File: src/hw/ueh_pkg.sv
// constants and types shared by the endpoint handshake control block
package ueh_pkg;

    // ---------------------------------------------------------------
    // register indexes (byte address is four times the index)
    // ---------------------------------------------------------------
    localparam logic [5:0] IDX_STALL = 6'h08;
    localparam logic [5:0] IDX_NAK = 6'h09;
    localparam logic [5:0] IDX_DIS_TGL = 6'h0a;
    localparam logic [5:0] IDX_INT_STATUS = 6'h0c;
    localparam logic [5:0] IDX_INT_MASK = 6'h0d;

    // ---------------------------------------------------------------
    // endpoint_stall_control fields
    // ---------------------------------------------------------------
    localparam int STL_EP0_IN = 0;
    localparam int STL_EP0_OUT = 1;
    localparam int STL_EP1_OUT = 2;
    localparam int STL_EP2_IN = 3;
    localparam int STL_EP3_IN = 4;
    localparam int STL_STATUS = 5;
    localparam int ACK_STATUS = 6;
    localparam logic [7:0] STALL_WMASK = 8'h7f;
    localparam logic [7:0] STALL_ANY = 8'h3f;
    localparam logic [7:0] RST_STALL = 8'h00;

    // ---------------------------------------------------------------
    // endpoint_nak_events fields
    // ---------------------------------------------------------------
    localparam int NAK_EP0 = 5;
    localparam int NAK_EP2 = 6;
    localparam int NAK_EP3 = 7;
    localparam logic [7:0] NAK_WMASK = 8'he0;
    localparam logic [7:0] RST_NAK = 8'h00;

    // ---------------------------------------------------------------
    // endpoint_disable_toggle_clear fields
    // ---------------------------------------------------------------
    localparam int TGL_EP1 = 2;
    localparam int DIS_EP1 = 5;
    localparam int DIS_EP2 = 6;
    localparam int DIS_EP3 = 7;
    localparam logic [7:0] DIS_WMASK = 8'hfc;
    localparam logic [7:0] RST_DIS = 8'h00;
    localparam logic [3:0] RST_TOGGLE = 4'h0;

    // ---------------------------------------------------------------
    // interrupt status and mask fields
    // ---------------------------------------------------------------
    localparam int INT_W = 4;
    localparam int INT_SETUP = 0;
    localparam int INT_NAK = 1;
    localparam int INT_STATUS_ACK = 2;
    localparam int INT_BUS_RESET = 3;
    localparam logic [3:0] RST_INT = 4'h0;

    // token kinds from the packet engine and handshake answers
    typedef enum logic [1:0] {TOK_SETUP, TOK_IN, TOK_OUT} ueh_tok_t;
    typedef enum logic [1:0] {HS_NONE, HS_ACK, HS_NAK, HS_STALL} ueh_hs_t;

endpackage : ueh_pkg

File: src/hw/ueh_tok_if.sv
// token and control bundle between the register core and the answer logic
`timescale 1ns/100ps
`default_nettype none
interface ueh_tok_if;
    import ueh_pkg::*;
    ueh_tok_t tokKind;
    logic [1:0] tokEp;
    logic tokStatus;
    logic bufReady;
    logic [7:0] stallCtl;
    logic [7:0] disTgl;
    ueh_hs_t answer;

    modport ctrl (output tokKind, tokEp, tokStatus, bufReady, stallCtl, disTgl, input answer);
    modport decide (input tokKind, tokEp, tokStatus, bufReady, stallCtl, disTgl, output answer);
endinterface : ueh_tok_if
`default_nettype wire

File: src/hw/ueh_endpoint_handshake_control.sv
// endpoint handshake control: stall, nak-event, disable and toggle registers
//
// What this block does
// - ACK status stage while acknowledge bit set
// - NAK status stage until acknowledged or stalled
// - acknowledge bit clears on ACK, setup, stall
// - stall-status bit stalls status stage, setup clears
// - EP2/EP3 IN stall bits force STALL
// - EP1 OUT stall bit forces STALL
// - EP0 OUT stall, cleared by setup token
// - EP0 IN stall, cleared by setup token
// - NAK on IN sets sticky event flag
// - reserved bits read back as zero
// - disable bits block endpoint traffic
// - endpoint 0 can never be disabled
// - toggle-clear write forces DATA0 unless a transfer on that endpoint completes in the clearing cycle, self-clears
// - bus reset zeroes toggle-clear bits
// - endpoint 0 toggle handled internally only
// - bus reset restores endpoint register defaults; interrupt status and mask are kept
`timescale 1ns/100ps
`default_nettype none
module ueh_endpoint_handshake_control
    import ueh_pkg::*;
(
    input wire logic clock,
    input wire logic reset,
    input wire logic psel,
    input wire logic penable,
    input wire logic pwrite,
    input wire logic [7:0] paddr,
    input wire logic [31:0] pwdata,
    output logic [31:0] prdata,
    output logic pready,
    output logic pslverr,
    input wire logic tokValid,
    input wire ueh_tok_t tokKind,
    input wire logic [1:0] tokEp,
    input wire logic tokStatus,
    input wire logic bufReady,
    input wire logic xferOk,
    input wire logic [1:0] xferEp,
    input wire logic busReset,
    output logic hsValid,
    output ueh_hs_t hsCode,
    output logic [3:0] dataToggle,
    output logic irq
);

    // ---------------------------------------------------------------
    // state record
    // ---------------------------------------------------------------
    typedef struct packed {
        logic [7:0] stallCtl;
        logic [7:0] nakSeen;
        logic [7:0] disTgl;
        logic [3:0] toggle;
        logic [INT_W-1:0] intStatus;
        logic [INT_W-1:0] intMask;
        logic [31:0] rdData;
        logic hsValid;
        ueh_hs_t hsCode;
    } ueh_state_t;

    localparam ueh_state_t ST_RESET = '{
        stallCtl: RST_STALL,
        nakSeen: RST_NAK,
        disTgl: RST_DIS,
        toggle: RST_TOGGLE,
        intStatus: RST_INT,
        intMask: RST_INT,
        rdData: 32'h0000_0000,
        hsValid: 1'b0,
        hsCode: HS_NONE
    };

    ueh_state_t state_r;
    ueh_state_t state_nxt;

    // ---------------------------------------------------------------
    // answer logic
    // ---------------------------------------------------------------
    ueh_tok_if tokBus ();

    // the answer logic sees the registered controls, so a CPU write
    // lands one cycle before it can steer a handshake
    assign tokBus.tokKind = tokKind;
    assign tokBus.tokEp = tokEp;
    assign tokBus.tokStatus = tokStatus;
    assign tokBus.bufReady = bufReady;
    assign tokBus.stallCtl = state_r.stallCtl;
    assign tokBus.disTgl = state_r.disTgl;

    ueh_handshake_decide decideInst (
        .tok (tokBus.decide)
    );

    // ---------------------------------------------------------------
    // bus decode
    // ---------------------------------------------------------------
    logic [5:0] regIdx;
    logic addrHit;
    logic accessWr;
    logic setupRd;
    logic [7:0] rdByte;

    // any address outside the five words answers with an error
    assign regIdx = paddr[7:2];
    assign addrHit = (paddr[1:0] == 2'b00) &&
        (regIdx == IDX_STALL || regIdx == IDX_NAK || regIdx == IDX_DIS_TGL ||
         regIdx == IDX_INT_STATUS || regIdx == IDX_INT_MASK);
    assign accessWr = psel && penable && pwrite && addrHit;
    assign setupRd = psel && !penable && !pwrite;

    // zero wait states; read data is captured in the setup cycle
    assign pready = 1'b1;
    assign pslverr = psel && penable && !addrHit;

    // read multiplexer, reserved bits masked off at the source
    always_comb begin
        rdByte = 8'h00;
        if (paddr[1:0] == 2'b00) begin
            case (regIdx)
                IDX_STALL: rdByte = state_r.stallCtl & STALL_WMASK;
                IDX_NAK: rdByte = state_r.nakSeen & NAK_WMASK;
                IDX_DIS_TGL: rdByte = state_r.disTgl & DIS_WMASK;
                IDX_INT_STATUS: rdByte = {4'h0, state_r.intStatus};
                IDX_INT_MASK: rdByte = {4'h0, state_r.intMask};
                default: rdByte = 8'h00;
            endcase
        end
    end

    // ---------------------------------------------------------------
    // token qualification
    // ---------------------------------------------------------------
    logic tokSetup;
    logic tokInNak;
    logic statusAck;
    logic xferLive;

    assign tokSetup = tokValid && tokKind == TOK_SETUP && tokEp == 2'd0;
    assign tokInNak = tokValid && tokKind == TOK_IN && tokBus.answer == HS_NAK;
    assign statusAck = tokValid && tokStatus && tokEp == 2'd0 &&
        tokKind != TOK_SETUP && tokBus.answer == HS_ACK;

    // a completed transfer only flips the toggle of a live endpoint;
    // endpoint 0 has no disable bit and is always live
    always_comb begin
        case (xferEp)
            2'd1: xferLive = !state_r.disTgl[DIS_EP1];
            2'd2: xferLive = !state_r.disTgl[DIS_EP2];
            2'd3: xferLive = !state_r.disTgl[DIS_EP3];
            default: xferLive = 1'b1;
        endcase
    end

    // ---------------------------------------------------------------
    // next state
    // ---------------------------------------------------------------
    always_comb begin
        state_nxt = state_r;
        state_nxt.hsValid = 1'b0;
        state_nxt.hsCode = HS_NONE;

        // read data is held until the next read setup cycle
        if (setupRd) begin
            state_nxt.rdData = {24'h000000, rdByte};
        end

        // toggle-clear bits act for one cycle, then drop by themselves;
        // this runs before the bus write so a fresh write is kept
        for (int e = 1; e < 4; e++) begin
            if (state_r.disTgl[TGL_EP1 + e - 1]) begin
                state_nxt.toggle[e] = 1'b0;
                state_nxt.disTgl[TGL_EP1 + e - 1] = 1'b0;
            end
        end

        // completed data transfer flips the toggle of its endpoint
        if (xferOk && xferLive) begin
            state_nxt.toggle[xferEp] = !state_r.toggle[xferEp];
        end

        // software writes, taken at the access edge
        if (accessWr) begin
            case (regIdx)
                IDX_STALL: begin
                    state_nxt.stallCtl = pwdata[7:0] & STALL_WMASK;
                    if ((pwdata[7:0] & STALL_ANY) != 8'h00) begin
                        state_nxt.stallCtl[ACK_STATUS] = 1'b0;
                    end
                end
                IDX_NAK: begin
                    state_nxt.nakSeen = pwdata[7:0] & NAK_WMASK;
                end
                IDX_DIS_TGL: begin
                    state_nxt.disTgl = pwdata[7:0] & DIS_WMASK;
                end
                IDX_INT_STATUS: begin
                    state_nxt.intStatus = state_r.intStatus & ~pwdata[INT_W-1:0];
                end
                IDX_INT_MASK: begin
                    state_nxt.intMask = pwdata[INT_W-1:0];
                end
                default: begin
                    state_nxt.intMask = state_r.intMask;
                end
            endcase
        end

        // hardware events come after the write so they override a same-cycle software write
        if (tokValid) begin
            state_nxt.hsValid = (tokBus.answer != HS_NONE);
            state_nxt.hsCode = tokBus.answer;
        end

        // a setup token restarts the control transfer on endpoint 0
        if (tokSetup) begin
            state_nxt.stallCtl[ACK_STATUS] = 1'b0;
            state_nxt.stallCtl[STL_STATUS] = 1'b0;
            state_nxt.stallCtl[STL_EP0_OUT] = 1'b0;
            state_nxt.stallCtl[STL_EP0_IN] = 1'b0;
            state_nxt.toggle[0] = 1'b1;
            state_nxt.intStatus[INT_SETUP] = 1'b1;
        end

        // status stage acknowledged: the host has seen the ACK
        if (statusAck) begin
            state_nxt.stallCtl[ACK_STATUS] = 1'b0;
            state_nxt.intStatus[INT_STATUS_ACK] = 1'b1;
        end

        // record a NAK returned to an IN token
        if (tokInNak) begin
            case (tokEp)
                2'd0: state_nxt.nakSeen[NAK_EP0] = 1'b1;
                2'd2: state_nxt.nakSeen[NAK_EP2] = 1'b1;
                2'd3: state_nxt.nakSeen[NAK_EP3] = 1'b1;
                default: state_nxt.nakSeen = state_nxt.nakSeen;
            endcase
            state_nxt.intStatus[INT_NAK] = 1'b1;
        end

        // bus reset holds the endpoint controls at their defaults; the
        // interrupt registers survive so software can see the event
        if (busReset) begin
            state_nxt.stallCtl = RST_STALL;
            state_nxt.nakSeen = RST_NAK;
            state_nxt.disTgl = RST_DIS;
            state_nxt.toggle = RST_TOGGLE;
            state_nxt.hsValid = 1'b0;
            state_nxt.hsCode = HS_NONE;
            state_nxt.intStatus[INT_BUS_RESET] = 1'b1;
        end
    end

    // ---------------------------------------------------------------
    // state register
    // ---------------------------------------------------------------
    always_ff @(posedge clock) begin
        if (reset) begin
            state_r <= ST_RESET;
        end else begin
            state_r <= state_nxt;
        end
    end

    // ---------------------------------------------------------------
    // outputs
    // ---------------------------------------------------------------
    assign prdata = state_r.rdData;
    assign hsValid = state_r.hsValid;
    assign hsCode = state_r.hsCode;
    assign dataToggle = state_r.toggle;
    assign irq = |(state_r.intStatus & state_r.intMask); // level, not a pulse

endmodule : ueh_endpoint_handshake_control
`default_nettype wire

File: src/hw/ueh_handshake_decide.sv
// combinational choice of the handshake for one token
`timescale 1ns/100ps
`default_nettype none
module ueh_handshake_decide
    import ueh_pkg::*;
(
    ueh_tok_if.decide tok
);

    // ---------------------------------------------------------------
    // answer selection
    // ---------------------------------------------------------------
    // endpoint stall bits win over every control but the disable bits; a disabled
    // endpoint stays silent so the host times out
    always_comb begin
        tok.answer = HS_NONE;
        case (tok.tokKind)
            TOK_SETUP: begin
                if (tok.tokEp == 2'd0) begin
                    tok.answer = HS_ACK;
                end
            end
            TOK_IN, TOK_OUT: begin
                case (tok.tokEp)
                    2'd0: begin
                        if (tok.stallCtl[tok.tokKind == TOK_IN ? STL_EP0_IN : STL_EP0_OUT]) begin
                            tok.answer = HS_STALL;
                        end else if (tok.tokStatus) begin
                            if (tok.stallCtl[STL_STATUS]) begin
                                tok.answer = HS_STALL;
                            end else if (tok.stallCtl[ACK_STATUS]) begin
                                tok.answer = HS_ACK;
                            end else begin
                                tok.answer = HS_NAK;
                            end
                        end else begin
                            tok.answer = tok.bufReady ? HS_ACK : HS_NAK;
                        end
                    end
                    2'd1: begin
                        if (tok.tokKind == TOK_OUT && !tok.disTgl[DIS_EP1]) begin
                            tok.answer = tok.stallCtl[STL_EP1_OUT] ? HS_STALL :
                                (tok.bufReady ? HS_ACK : HS_NAK);
                        end
                    end
                    2'd2: begin
                        if (tok.tokKind == TOK_IN && !tok.disTgl[DIS_EP2]) begin
                            tok.answer = tok.stallCtl[STL_EP2_IN] ? HS_STALL :
                                (tok.bufReady ? HS_ACK : HS_NAK);
                        end
                    end
                    default: begin
                        if (tok.tokKind == TOK_IN && !tok.disTgl[DIS_EP3]) begin
                            tok.answer = tok.stallCtl[STL_EP3_IN] ? HS_STALL :
                                (tok.bufReady ? HS_ACK : HS_NAK);
                        end
                    end
                endcase
            end
            default: begin
                tok.answer = HS_NONE;
            end
        endcase
    end

endmodule : ueh_handshake_decide
`default_nettype wire

File: config.mk
export PLATFORM = sky130hd
export DESIGN_NAME = ueh_endpoint_handshake_control
export DESIGN_NICKNAME = d
export VERILOG_FILES = /design/src/hw/ueh_pkg.sv /design/src/hw/ueh_tok_if.sv /design/src/hw/ueh_endpoint_handshake_control.sv /design/src/hw/ueh_handshake_decide.sv
export SDC_FILE = /design/constraint.sdc
export NUM_CORES = 1
export LEC_CHECK = 0
export BUFFER_PORTS_ARGS = -buffer_cell sky130_fd_sc_hd__buf_2
export CAP_MARGIN = 20
export CORE_MARGIN = 2
export CORE_UTILIZATION = 40
export CTS_CLUSTER_DIAMETER = 30
export DETAILED_ROUTE_END_ITERATION = 8
export HOLD_SLACK_MARGIN = 0.06
export PLACE_DENSITY = 0.68
export SYNTH_ARGS = -nofsm -noshare
export SYNTH_HDL_FRONTEND = slang
export SYNTH_SLANG_ARGS = --single-unit
File: constraint.sdc
create_clock -name clock -period 5.2 [get_ports clock]
set_clock_uncertainty 0.2 [all_clocks]
set_input_delay 0.78 -clock clock [delete_from_list [all_inputs] [get_ports clock]]
set_output_delay 0.78 -clock clock [all_outputs]
set_load 0.005 [all_outputs]
Word-level counts from Yosys, hierarchy flattened
Cells that the tools add are included.
{ "word_totals": {"output_inout_bits": 42, "in_bits": 56, "wordCells": 146, "regBits": 44} }
{ "op_classes": {"magnitude_cmp": 3, "eq_ne": 15, "n_reduce_logical": 60, "bitwise": 6, "n_mux": 46} }
{ "ops": {"columns": ["op", "n"], "rows": [
  ["two-way mux 8 bit", 5],
  ["case mux 8 bit (5 select lines)", 1],
  ["less-than comparator 32 x 5 -> 1 bit, second input constant", 1],
  ["equality test 6 x 4 -> 1 bit, second input constant", 5],
  ["two-way mux 2 bit", 11],
  ["nonzero test 2 bit", 11],
  ["logical AND 1 bit", 20],
  ["two-way mux 1 bit", 18],
  ["two-way mux 16 bit", 1],
  ["AND reduction 2 bit", 7],
  ["equality test 2 bit, second input constant", 6],
  ["two-way mux 4 bit", 3],
  ["OR reduction 4 bit", 3],
  ["bitwise AND 4 bit", 2],
  ["equality test 2 x 1 -> 1 bit, second input constant", 4],
  ["nonzero test 8 bit", 1],
  ["zero test 1 bit", 7],
  ["zero test 2 bit", 3],
  ["case mux 2 bit (3 select lines)", 1],
  ["OR reduction 3 bit", 2],
  ["bitwise mux 4 bit", 1],
  ["logical OR 1 bit", 4],
  ["NOT 4 bit", 1],
  ["case mux 2 bit (2 select lines)", 1],
  ["other kinds (8)", 11]
]} }

Longest topological paths before layout
Gate-level depths: netlist of run 1.
{ "logic_depth": {"word_depth": 12, "mapped_depth": 7} }

Cells and area by module
Synthesis of run 1 repeated with hierarchy kept, for this count alone.
{ "hier_totals": {"cells_unflattened": 273, "area_unflattened_um2": 2411.1} }
{ "by_module_without_submodules": {"columns": ["module", "cells_per_inst", "area_per_inst_um2", "instances"], "rows": [
  ["ueh_endpoint_handshake_control", 235, 2134.5, 1],
  ["ueh_handshake_decide", 38, 276.5, 1]
]} }

Worst setup path before layout of run 1
OpenSTA, ideal clock, no wires.
{ "synth_path": {"kind": "input port to flip-flop", "from": "in paddr[4]", "to": "reg state_r, in the netlist tokBus.stallCtl[6]", "required_time_ps": 4914, "setup_time_ps": 86, "path_stages": 5, "setup_slack_ps": 2839, "t_arrival_ps": 2075, "cell_sequence": "buf_2 > nor4b_1 > nand3_2 > mux2i_1 > a211oi_1"} }
{ "synth_between": {"elab_chain_cells": 8, "elab_cells_between_ends": 12, "cone_classes": "eq/ne: 5; reduce/logical: 7"} }
{ "synth_lines": {"columns": ["item", "line_no", "source"], "rows": [
  ["start, declared", "ueh_endpoint_handshake_control.sv:30", "input wire logic [7:0] paddr,"],
  ["equality test 6 x 4 -> 1 bit, on equally long branches", "ueh_endpoint_handshake_control.sv:109, ueh_endpoint_handshake_control.sv:186", null],
  ["logical OR 1 bit (3 in a row)", "ueh_endpoint_handshake_control.sv:109", "(regIdx == IDX_STALL || regIdx == IDX_NAK || regIdx == IDX_DIS_TGL ||"],
  ["logical OR 1 bit", "ueh_endpoint_handshake_control.sv:110", "regIdx == IDX_INT_STATUS || regIdx == IDX_INT_MASK);"],
  ["logical AND 1 bit", "ueh_endpoint_handshake_control.sv:108", "assign addrHit = (paddr[1:0] == 2'b00) &&"],
  ["logical AND 1 bit", "ueh_endpoint_handshake_control.sv:111", "assign accessWr = psel && penable && pwrite && addrHit;"],
  ["AND reduction 2 bit (no line) *", null, null],
  ["end signal, assigned", "ueh_endpoint_handshake_control.sv:264", "state_r <= state_nxt;"],
  ["end, declared", "ueh_endpoint_handshake_control.sv:76", "ueh_state_t state_r;"]
]} }
Every way passes the cells marked *; elsewhere a longest branch is shown, timed or not.
A chain may end at the register's enable or synchronous reset.

Worst setup path after layout of run 1
{ "layout_path": {"from": "in paddr[2]", "to": "out pslverr"} }
{ "layout_between": {"elab_chain_cells": 8, "elab_cells_between_ends": 12, "cone_classes": "eq/ne: 5; reduce/logical: 7"} }
{ "layout_lines": {"columns": ["item", "line_no", "source"], "rows": [
  ["equality test 6 x 4 -> 1 bit", "ueh_endpoint_handshake_control.sv:109", null],
  ["logical OR 1 bit (3 in a row)", "ueh_endpoint_handshake_control.sv:109", null],
  ["logical OR 1 bit *", "ueh_endpoint_handshake_control.sv:110", null],
  ["logical AND 1 bit *", "ueh_endpoint_handshake_control.sv:108", null],
  ["zero test 1 bit *", "ueh_endpoint_handshake_control.sv:116", "assign pslverr = psel && penable && !addrHit;"],
  ["logical AND 1 bit *", "ueh_endpoint_handshake_control.sv:116", null],
  ["end, declared", "ueh_endpoint_handshake_control.sv:34", "output logic pslverr,"]
]} }
Marked as above.

==> results of run 1 <==
-- area by class of cell --
| class | instances | area, µm² |
|---|---|---|
| fillers | 598 | 3260 |
| multi-input cells | 218 | 1360 |
| flip-flops and latches | 39 | 781 |
| repair buffers | 48 | 240 |
| well taps | 75 | 93.8 |
| clock buffers | 6 | 82.6 |
| clock inverters | 2 | 35.0 |
| inverters | 8 | 30.0 |
-- logic make-up (layout without fill, tap and decap cells) --
family / count (synthesis) / in the layout / synth area share, %
XOR/XNOR: 1 / 1 / 0.363
multiplexers: 23 / 23 / 10.1
buffers and inverters: 55 / 64 / 14.8
AND/OR/NAND/NOR: 119 / 119 / 28.1
AO/OA/AOI/OAI: 46 / 46 / 12.0
adder cells (fa/ha/maj): 4 / 4 / 2.07
flip-flops: 39 / 39 / 32.3
other: 2 / 25 / 0.311
-- cells in the final DEF (no fill, tap or decap), types with 3 or more instances in the layout --
| master | n |
|---|---|
| nor3_1 | 4 |
| buf_2 | 48 |
| and3_1 | 4 |
| mux2i_1 | 22 |
| clkbuf_8 | 6 |
| ha_1 | 4 |
| a31oi_1 | 7 |
| nor3b_1 | 5 |
| a21oi_1 | 11 |
| or4_1 | 3 |
| nand4_1 | 3 |
| o21ai_0 | 11 |
| nand2_1 | 12 |
| nand4b_1 | 5 |
| dfxtp_1 | 39 |
| nand3_1 | 15 |
| nor2_1 | 38 |
| conb_1 | 25 |
| nand2b_1 | 4 |
| nor2b_1 | 8 |
| inv_1 | 8 |
| a22oi_1 | 6 |
-- worst min-delay path by stage --
stage               startpoint         to  slack, ns
finish               prdata[0]  prdata[0]       0.30
global route         prdata[3]  prdata[3]       0.33
CTS                  prdata[0]  prdata[0]       0.30
detailed placement   prdata[0]  prdata[0]       0.28
global placement     prdata[0]  prdata[0]       0.27
floorplan            prdata[0]  prdata[0]       0.26
-- registers in the layout (all words and copies together), names as in the netlist --
signal / cells
dataToggle: 4
state_r: 11
hsValid: 1
hsCode: 2
tokBus.disTgl: 6
tokBus.stallCtl: 7
prdata: 8
-- worst reg2reg max path, stage by stage, from the launching register on --
cell and delay (ns):
dfxtp_1 0.42, nor2_1 0.07, nor4bb_1 0.28, o21ai_0 0.21
o2111ai_1 0.46, o22ai_1 0.15
-- stage by stage --
step | setup WS, ns | instance area [µm²]
3_3_place_gp | 2.47 | 2510
5_1_grt | 2.45 | 2630
2_1_floorplan | 2.84 | 2500
4_1_cts | 2.59 | 2630
3_5_place_dp | 2.44 | 2510
6_report | 2.58 | 2630
-- metal layers --
layer / vias up / share of wire (%)
met5: - / 0
met4: 0 / 1.3
met3: 7 / 7.4
met2: 82 / 47
met1: 938 / 44
li1: 1025 / -
-- where the power goes --
group          switching (W)  total [W]  internal, W
Combinational      0.0000452  0.0000712    0.0000260
Sequential        0.00000153   0.000302     0.000301
Clock               0.000103   0.000258     0.000155
==> summary.md, run 1 <==
| Metric | Value |
|---|---|
| Run status | finished clean |
| IO buf count | 48 |
| Pre-antenna DRT Iters | 4 |
| Die area | 6670 µm² |
| Initial antenna violation count | 0 |
| Routed vias | 2052 |
| Leakage power | 1.13 nW |
| Crit share post-route | 50.4% |
| Post-DRT Antenna Nets | 0 |
| Hold-fix buffers, CTS | 0 |
| YS warnings | 0 |
| Max-cap viol count | 0 |
| Met3 Usage GRT | 3.08% |
| CP most frequent cell | buf_2 |
| Largest net degree at the start of global routing | 20 |
| Worst path bufs/invs | 2 |
| Final TNS setup | 0 ns |
| Crit-path max FO | 11 |
| RD Place Congestion | 0.805 |
| TritonCTS clock tree | built |
| Crit end category | primary output |
| Post-synth top cells | buf_4, dfxtp_1, nor2_1 |
| Grt met2 use | 27.6% |
| Post-route DRC | 0 |
| Top cell type's share of synthesized area | 32.3% |
| Avg WL per Cell | 13.6 µm |
| Relative slew slack | 60.9% |
| Hold/Removal Path Class | flip-flop to flip-flop |
| R2r endpoint | state_r[62] |
| Total CTS buffers | 5 |
| Die width | 81.7 µm |
| Peak supply drop | 0.152 mV |
| DPL Wire Length | 4270 µm |
| Reg clk slew, reported paths | 0.07 ns |
| Slowest cell on crit path | o21ai_0 |
| CP Launch Point | paddr[2] |
| DRT Wirelength | 5400 µm |
| RSZ-0062 raised after global routing | no |
| Vias in the first global route | 1773 |
| Crit Path Category | input port to primary output |
| Core area | 5890 µm² |
| Cts repair resizes | 0 |
| Setup crit end | pslverr |
| PwrDens | 241 nW/µm² |
| Min Tclk post-route | 2.62 ns |
| NumNets Final | 380 |
| Gr usage total | 16.5% |
| Number of synthesized flops with an enable pin | 0 |
| Antenna fix cells | 0 |
| Netlist cell types | 48 |
| GRT met1 Usage | 21.3% |
| Grt total ovfl | 0 |
| First DRT Iteration DRCs | 109 |
| CP required | 4.22 ns |
| Post-Syn Area per Cell | 8.35 µm² |
| Critical path, cell by cell | buf_2, o21ai_0, a31oi_1, buf_2 |
| Root Driver | clkbuf_8 |
| Top Ports | 98 |
| CTS Buffer Depth | 2 |
| Slew @ Worst Pin | 0.579 ns |
| Synth Register Bits | 39 |
| Fin util | 44.6% |
| Worst hold path cell count | 2 |
| Layout Cells excl Fill | 396 |
| Synthesized cell area | 2410 µm² |
| H-tree levels | 2 |
| Crit path max-delay family | compound AO/OA/AOI/OAI gates |
| Worst r2r path cells | 5 |
| Fmax | 0.382 GHz |
| Die height | 81.7 µm |
| Nature of the critical path startpoint | input port |
| Yosys top cell by area | dfxtp_1 |
| Critical path's largest stage delay | 0.41 ns |
| Share of cells above drive strength 1 | 20.2% |
| Final Hold Vio Count | 0 |
| Row cnt | 28 |
| Sequential area share after synthesis | 32.3% |
| Top Usage Layer GRT | met2 |
| Levels on crit path | 4 |
| Critical Path AT | 1.64 ns |
| Slew Viols, Final | 0 |
| First-pass GRT wire length | 8400 µm |
| Post-CTS Setup Bufs | 0 |
| Reg2reg setup slack | 3.29 ns |
| Placed cell count | 388 |
| Initial Utilization | 41.0% |
| Post-Synthesis Cells | 289 |
| Synth Flop Type | dfxtp_1 |
| Clock sink count | 39 |
| Setup violators final | 0 |
| Clk_lat worst skew | 0.29 ns |
| Synth area leaders | dfxtp_1, buf_4, mux2i_1 |
| Vias per cell | 5.18 |
| Async set-reset flop share out of synthesis | 0% |
| Tot Pwr | 0.000631 W |
| P&R area growth vs syn | 8.76% |
| Startpoint of the worst register-to-register path | tokBus.stallCtl[4] |
| Min Hold Slack | 0.295 ns |
No activity file was read; power rests on OpenSTA's default activity.
==> run 2: changes to the inputs <==
PLACE_DENSITY = 0.71   (was 0.68)
clock period = 2.4 ns   (was 5.2 ns; I/O delays follow)
==> run 2 against run 1 <==
Against the previous run:
- routed wire length rose by 2.3%
- global-route usage rose by 0.23 points
- highest routed layer unchanged
- die area unchanged
- non-clock buffer count up 4
- design area is 0.24% lower
- combinational power up 130%
- utilization decreased by 0.11 points
- via count grew 0.63%
- sequential power increased by 120%
- worst hold slack worse by 0.17 ns
==> summary.md, run 2 (synthesis gave the netlist of run 1 again) <==
| Metric | Value |
|---|---|
| Clock sink count | 39 |
| Psw | 0.000326 W |
| Crit Path Category | input port to flip-flop |
| Largest net degree at the start of global routing | 20 |
| RSZ-0062 raised after global routing | no |
| Crit-path max FO | 5 |
| H-tree levels | 2 |
| PwrDens | 474 nW/µm² |
| Commonest non-fill, non-tap cell in the layout | buf_2 |
| Critical Path AT | 1.96 ns |
| Hold/Removal Path Class | input port to flip-flop |
| Critical path's largest stage delay | 0.44 ns |
| Worst path bufs/invs | 2 |
| Final Hold Vio Count | 0 |
| Pre-antenna DRT Iters | 4 |
| Slew @ Worst Pin | 0.580 ns |
| Crit end category | flip-flop |
| NumNets Final | 384 |
| P&R area growth vs syn | 8.50% |
| First DRT Iteration DRCs | 80 |
| Placed cell area | 2540 µm² |
| Die width | 81.7 µm |
| Relative slew slack | 60.8% |
| Peak supply drop | 0.226 mV |
| Cts repair resizes | 0 |
| Leakage power | 1.13 nW |
| Reg clk slew, reported paths | 0.08 ns |
| Routed vias | 2065 |
| First-pass GRT wire length | 8710 µm |
| Seq pwr share | 52.7% |
| Clock power share | 34.4% |
| TritonCTS clock tree | built |
| DRT Wirelength | 5520 µm |
| Antenna fix cells | 0 |
| Comb power frac | 12.9% |
| Total CTS buffers | 5 |
| Crit share post-route | 83.0% |
| Most frequent cells in the layout | buf_2, dfxtp_1, nor2_1 |
| Sw Ratio | 26.3% |
| Top Ports | 98 |
| Internal | 0.000916 W |
| Biggest register | state_r |
| Die height | 81.7 µm |
| Initial Utilization | 41.0% |
| Nature of the critical path startpoint | input port |
| IO buf count | 48 |
| Max reg flops | 11 |
| Hold-fix buffers, CTS | 0 |
| Max-cap viol count | 0 |
| DPL Wire Length | 4340 µm |
| Root Driver | clkbuf_8 |
| Post-route DRC | 0 |
| Die area | 6670 µm² |
| Run status | finished clean |
| Final Instance Area | 2620 µm² |
| CTS Buffer Depth | 2 |
| Slew Viols, Final | 0 |
| Row cnt | 28 |
| Crit path max-delay family | compound AO/OA/AOI/OAI gates |
| RD Place Congestion | 0.787 |
| Clk_lat worst skew | 0.29 ns |
| Post-DRT Antenna Nets | 0 |
| Post-CTS Setup Bufs | 0 |
| CP required | 2.37 ns |
| Grt total ovfl | 0 |
| Core area | 5890 µm² |
| Share of cells above drive strength 1 | 20.6% |
| Setup violators final | 0 |
| Initial antenna violation count | 0 |
| Final TNS setup | 0 ns |
| Fmax | 0.502 GHz |
| Avg WL per Cell | 13.8 µm |
| Slowest cell on crit path | a2111o_1 |
| Vias per cell | 5.16 |
| Min Tclk post-route | 1.99 ns |
| Critical path, cell by cell | buf_2, inv_1, ha_1, mux2i_1, o21ai_0, a2111o_1, o2111ai_1, o22ai_1 |
| Gr usage total | 16.8% |
| Vias in the first global route | 1834 |
## run 2: cell types whose count changed in the layout (fill, tap and decap cells not counted)
cell,previous run,this run
buf_4,0,4
clkbuf_1,0,2
bufinv_16,1,0
clkbuf_8,6,5
## run 2: power by group through the flow
| stage | clock network (W) | registers, W | logic [W] |
|---|---|---|---|
| after floorplan | 0 | 0.000669 | 0.000123 |
| after global placement | 0 | 0.000670 | 0.000155 |
| after detailed placement | 0 | 0.000670 | 0.000159 |
| after CTS | 0.000436 | 0.000654 | 0.000159 |
| after global routing | 0.000463 | 0.000655 | 0.000179 |
| final | 0.000427 | 0.000654 | 0.000161 |
## run 2: tightest hold or removal path: stages
cell and delay [ns]:
buf_2 0.11, a21oi_1 0.05, nor2_1 0.07
## run 2: final cells by class
cell class / count / area, µm²
Inverter: 8 / 30.0
Timing Repair Buffer: 52 / 270
Fill cell: 604 / 3270
Sequential cell: 39 / 781
Clock inverter: 1 / 5.00
Multi-Input combinational cell: 218 / 1360
Clock buffer: 7 / 76.3
Tap cell: 75 / 93.8
## run 2: through the flow
stage	power [W]	cells	hold slack, ns	setup slack, ns	util, %
6_report	0.00124	400	0.126	0.408	44.5
4_1_cts	0.00125	400	0.126	0.412	44.5
5_1_grt	0.00130	400	0.136	0.285	44.5
3_3_place_gp	0.000825	392	0.269	0.127	43.1
3_5_place_dp	0.000828	392	0.281	0.0978	43.1
2_1_floorplan	0.000792	312	0.257	0.459	-
## run 2: final timing paths
kind	from	endpoint	depth (start not counted)	slack (ns)
setup / recovery	tokKind[1]	state_r[62]	8	0.41
hold / removal	busReset	state_r[42]	3	0.13
setup reg to reg	tokBus.stallCtl[4]	state_r[62]	5	0.54
hold reg to reg	prdata[2]	prdata[2]	2	0.29
## run 2: metal layers
metal / vias to the layer above / routed length, µm / track usage (%)
li1: 1034 / - / -
met1: 966 / 2550 / 21.6
met2: 58 / 2610 / 28.7
met3: 7 / 285 / 2.86
met4: 0 / 74 / 5.00
met5: - / 0 / 0
==> run 3: changes to the inputs <==
PLACE_DENSITY = 0.68   (was 0.71)
clock period = 1.94 ns   (was 2.4 ns; I/O delays follow)
==> run 3 against run 2 <==
Against the previous run:
- worst hold slack lost 0.041 ns
- design area rose by 7.5%
- non-clock buffer count increased by 24
- register-to-register slack got worse by 0.38 ns
- critical path depth grew 1
- final cell count grew 6.0%
- setup slack worse by 0.25 ns
- die area is the same
- sequential power up 24%
- total power is 27% higher
- combinational power increased by 43%
==> summary.md, run 3 (synthesis gave the netlist of run 1 again) <==
| Metric | Value |
|---|---|
| Crit Path Category | input port to flip-flop |
| CTS Buffer Depth | 2 |
| CP most frequent cell | buf_4 |
| RD Place Congestion | 0.873 |
| Final TNS setup | 0 ns |
| Top Ports | 98 |
| Fin util | 47.8% |
| Root Driver | clkbuf_8 |
| Vias in the first global route | 1914 |
| CP required | 1.97 ns |
| First-pass GRT wire length | 8910 µm |
| Crit end category | flip-flop |
| PwrDens | 561 nW/µm² |
| Max-cap viol count | 0 |
| Crit share post-route | 91.8% |
| Post-route DRC | 0 |
| Fillcell total | 581 |
| Critical Path AT | 1.81 ns |
| P&R area growth vs syn | 16.6% |
| Pre-antenna DRT Iters | 4 |
| Critical path, cell by cell | buf_2, inv_1, buf_4, ha_1, nor4bb_2, o21ai_0, buf_4, or2_2, a21oi_1 |
| Commonest non-fill, non-tap cell in the layout | buf_2 |
| Min Tclk post-route | 1.78 ns |
| Nature of the critical path startpoint | input port |
| Total CTS buffers | 5 |
| Leakage power | 1.25 nW |
| Die area | 6670 µm² |
| Sw Ratio | 26.5% |
| Register Area | 781 µm² |
| Routed vias | 2154 |
| Internal | 0.00116 W |
| Psw | 0.000418 W |
| RSZ-0062 raised after global routing | no |
| Critical path's largest stage delay | 0.30 ns |
| NumNets Final | 408 |
| Clk_lat worst skew | 0.30 ns |
| Area of the multi-input gates | 1380 µm² |
| First DRT Iteration DRCs | 126 |
| Slowest cell on crit path | ha_1 |
| IO buf count | 48 |
| Clock sink count | 39 |
| Die width | 81.7 µm |
| Run status | finished clean |
| Share of cells above drive strength 1 | 26.4% |
| Antenna fix cells | 0 |
| Worst r2r path cells | 6 |
| Seq pwr share | 51.3% |
| Avg WL per Cell | 13.4 µm |
| H-tree levels | 2 |
| Die height | 81.7 µm |
| Comb power frac | 14.7% |
| Reg clk slew, reported paths | 0.08 ns |
| Peak supply drop | 0.264 mV |
| Fmax | 0.562 GHz |
| Final Hold Vio Count | 0 |
| DPL Wire Length | 4410 µm |
| Initial antenna violation count | 0 |
| Initial Utilization | 41.0% |
| Gr usage total | 17.5% |
| Crit-path max FO | 3 |
| Slew Viols, Final | 0 |
| Most frequent cells in the layout | buf_2, dfxtp_1, nor2_1 |
| Post-DRT Antenna Nets | 0 |
| Vias per cell | 5.08 |
| DRT Wirelength | 5680 µm |
| TritonCTS clock tree | built |
| Biggest register | state_r |
| Core area | 5890 µm² |
| Clock power share | 34.0% |
| Worst slack at placement | -0.213 ns |
| Row cnt | 28 |
| Grt total ovfl | 0 |
| Largest net degree at the start of global routing | 20 |
| Worst hold path cell count | 3 |
| Max reg flops | 11 |
| Worst setup margin | 0.159 ns |
| Hold/Removal Path Class | input port to flip-flop |
| Setup violators final | 0 |
-- run 3: changes by cell type in the layout (fill, tap and decap cells not counted) --
cell	change
dlygate4sd3_1	+1
o2111ai_1	-1
buf_4	+23
nor4bb_1	-1
o2111ai_2	+1
nor4bb_2	+1
-- run 3: power by group through the flow --
| stage | registers (W) | logic (W) | clock network [W] |
|---|---|---|---|
| detailed placement | 0.000828 | 0.000225 | 0 |
| finish | 0.000810 | 0.000231 | 0.000537 |
| global route | 0.000810 | 0.000259 | 0.000567 |
| floorplan | 0.000827 | 0.000152 | 0 |
| global placement | 0.000828 | 0.000222 | 0 |
| CTS | 0.000810 | 0.000227 | 0.000542 |
-- run 3: repair_timing --
action,4_1_cts,5_1_grt
endpoints found under the hold margin,1,0
buffers inserted,0,0
endpoints found under the setup margin,0,5
hold buffers,1,0
gates resized for setup,0,2
-- run 3: area by class of cell --
type / instances / area share [%]
Inverter: 8 / 1.07
Multi-Input combinational cell: 218 / 48.9
Clock buffer: 7 / 2.71
Tap cell: 75 / 3.33
Clock inverter: 1 / 0.178
Timing Repair Buffer: 76 / 16.1
Sequential cell: 39 / 27.7
-- run 3: path summary, 6_finish.rpt --
kind,from,endpoint,slack (ns)
worst min register to register,prdata[2],prdata[2],0.29
worst max register to register,tokBus.stallCtl[4],hsValid,0.16
worst max-delay path,tokKind[1],hsValid,0.16
worst min-delay path,pwdata[7],tokBus.disTgl[7],0.09
-- run 3: metrics by stage --
| step | cells | total power, W | cell area (µm²) | hold WS [ns] |
|---|---|---|---|---|
| 6_report | 424 | 0.00158 | 2810 | 0.0850 |
| 5_1_grt | 424 | 0.00164 | 2810 | 0.101 |
| 4_1_cts | 424 | 0.00158 | 2800 | 0.0825 |
| 2_1_floorplan | 312 | 0.000979 | 2500 | 0.208 |
| 3_5_place_dp | 415 | 0.00105 | 2710 | 0.274 |
| 3_3_place_gp | 415 | 0.00105 | 2710 | 0.268 |
-- run 3: routing by layer --
layer / GRT usage, % / part of all wire, % / vias up
met2: 28.9 / 47 / 74
met1: 22.5 / 46 / 984
li1: - / - / 1087
met4: 6.83 / 1.4 / 0
met5: 0 / 0 / -
met3: 3.41 / 5.8 / 9
-- run 3: critical path: cells and delay by family --
kind / cells / cell delay [ns]
adder cells (fa/ha/maj): 1 / 0.30
AO/OA/AOI/OAI: 2 / 0.30
AND/OR/NAND/NOR: 2 / 0.50
buffers and inverters: 4 / 0.42
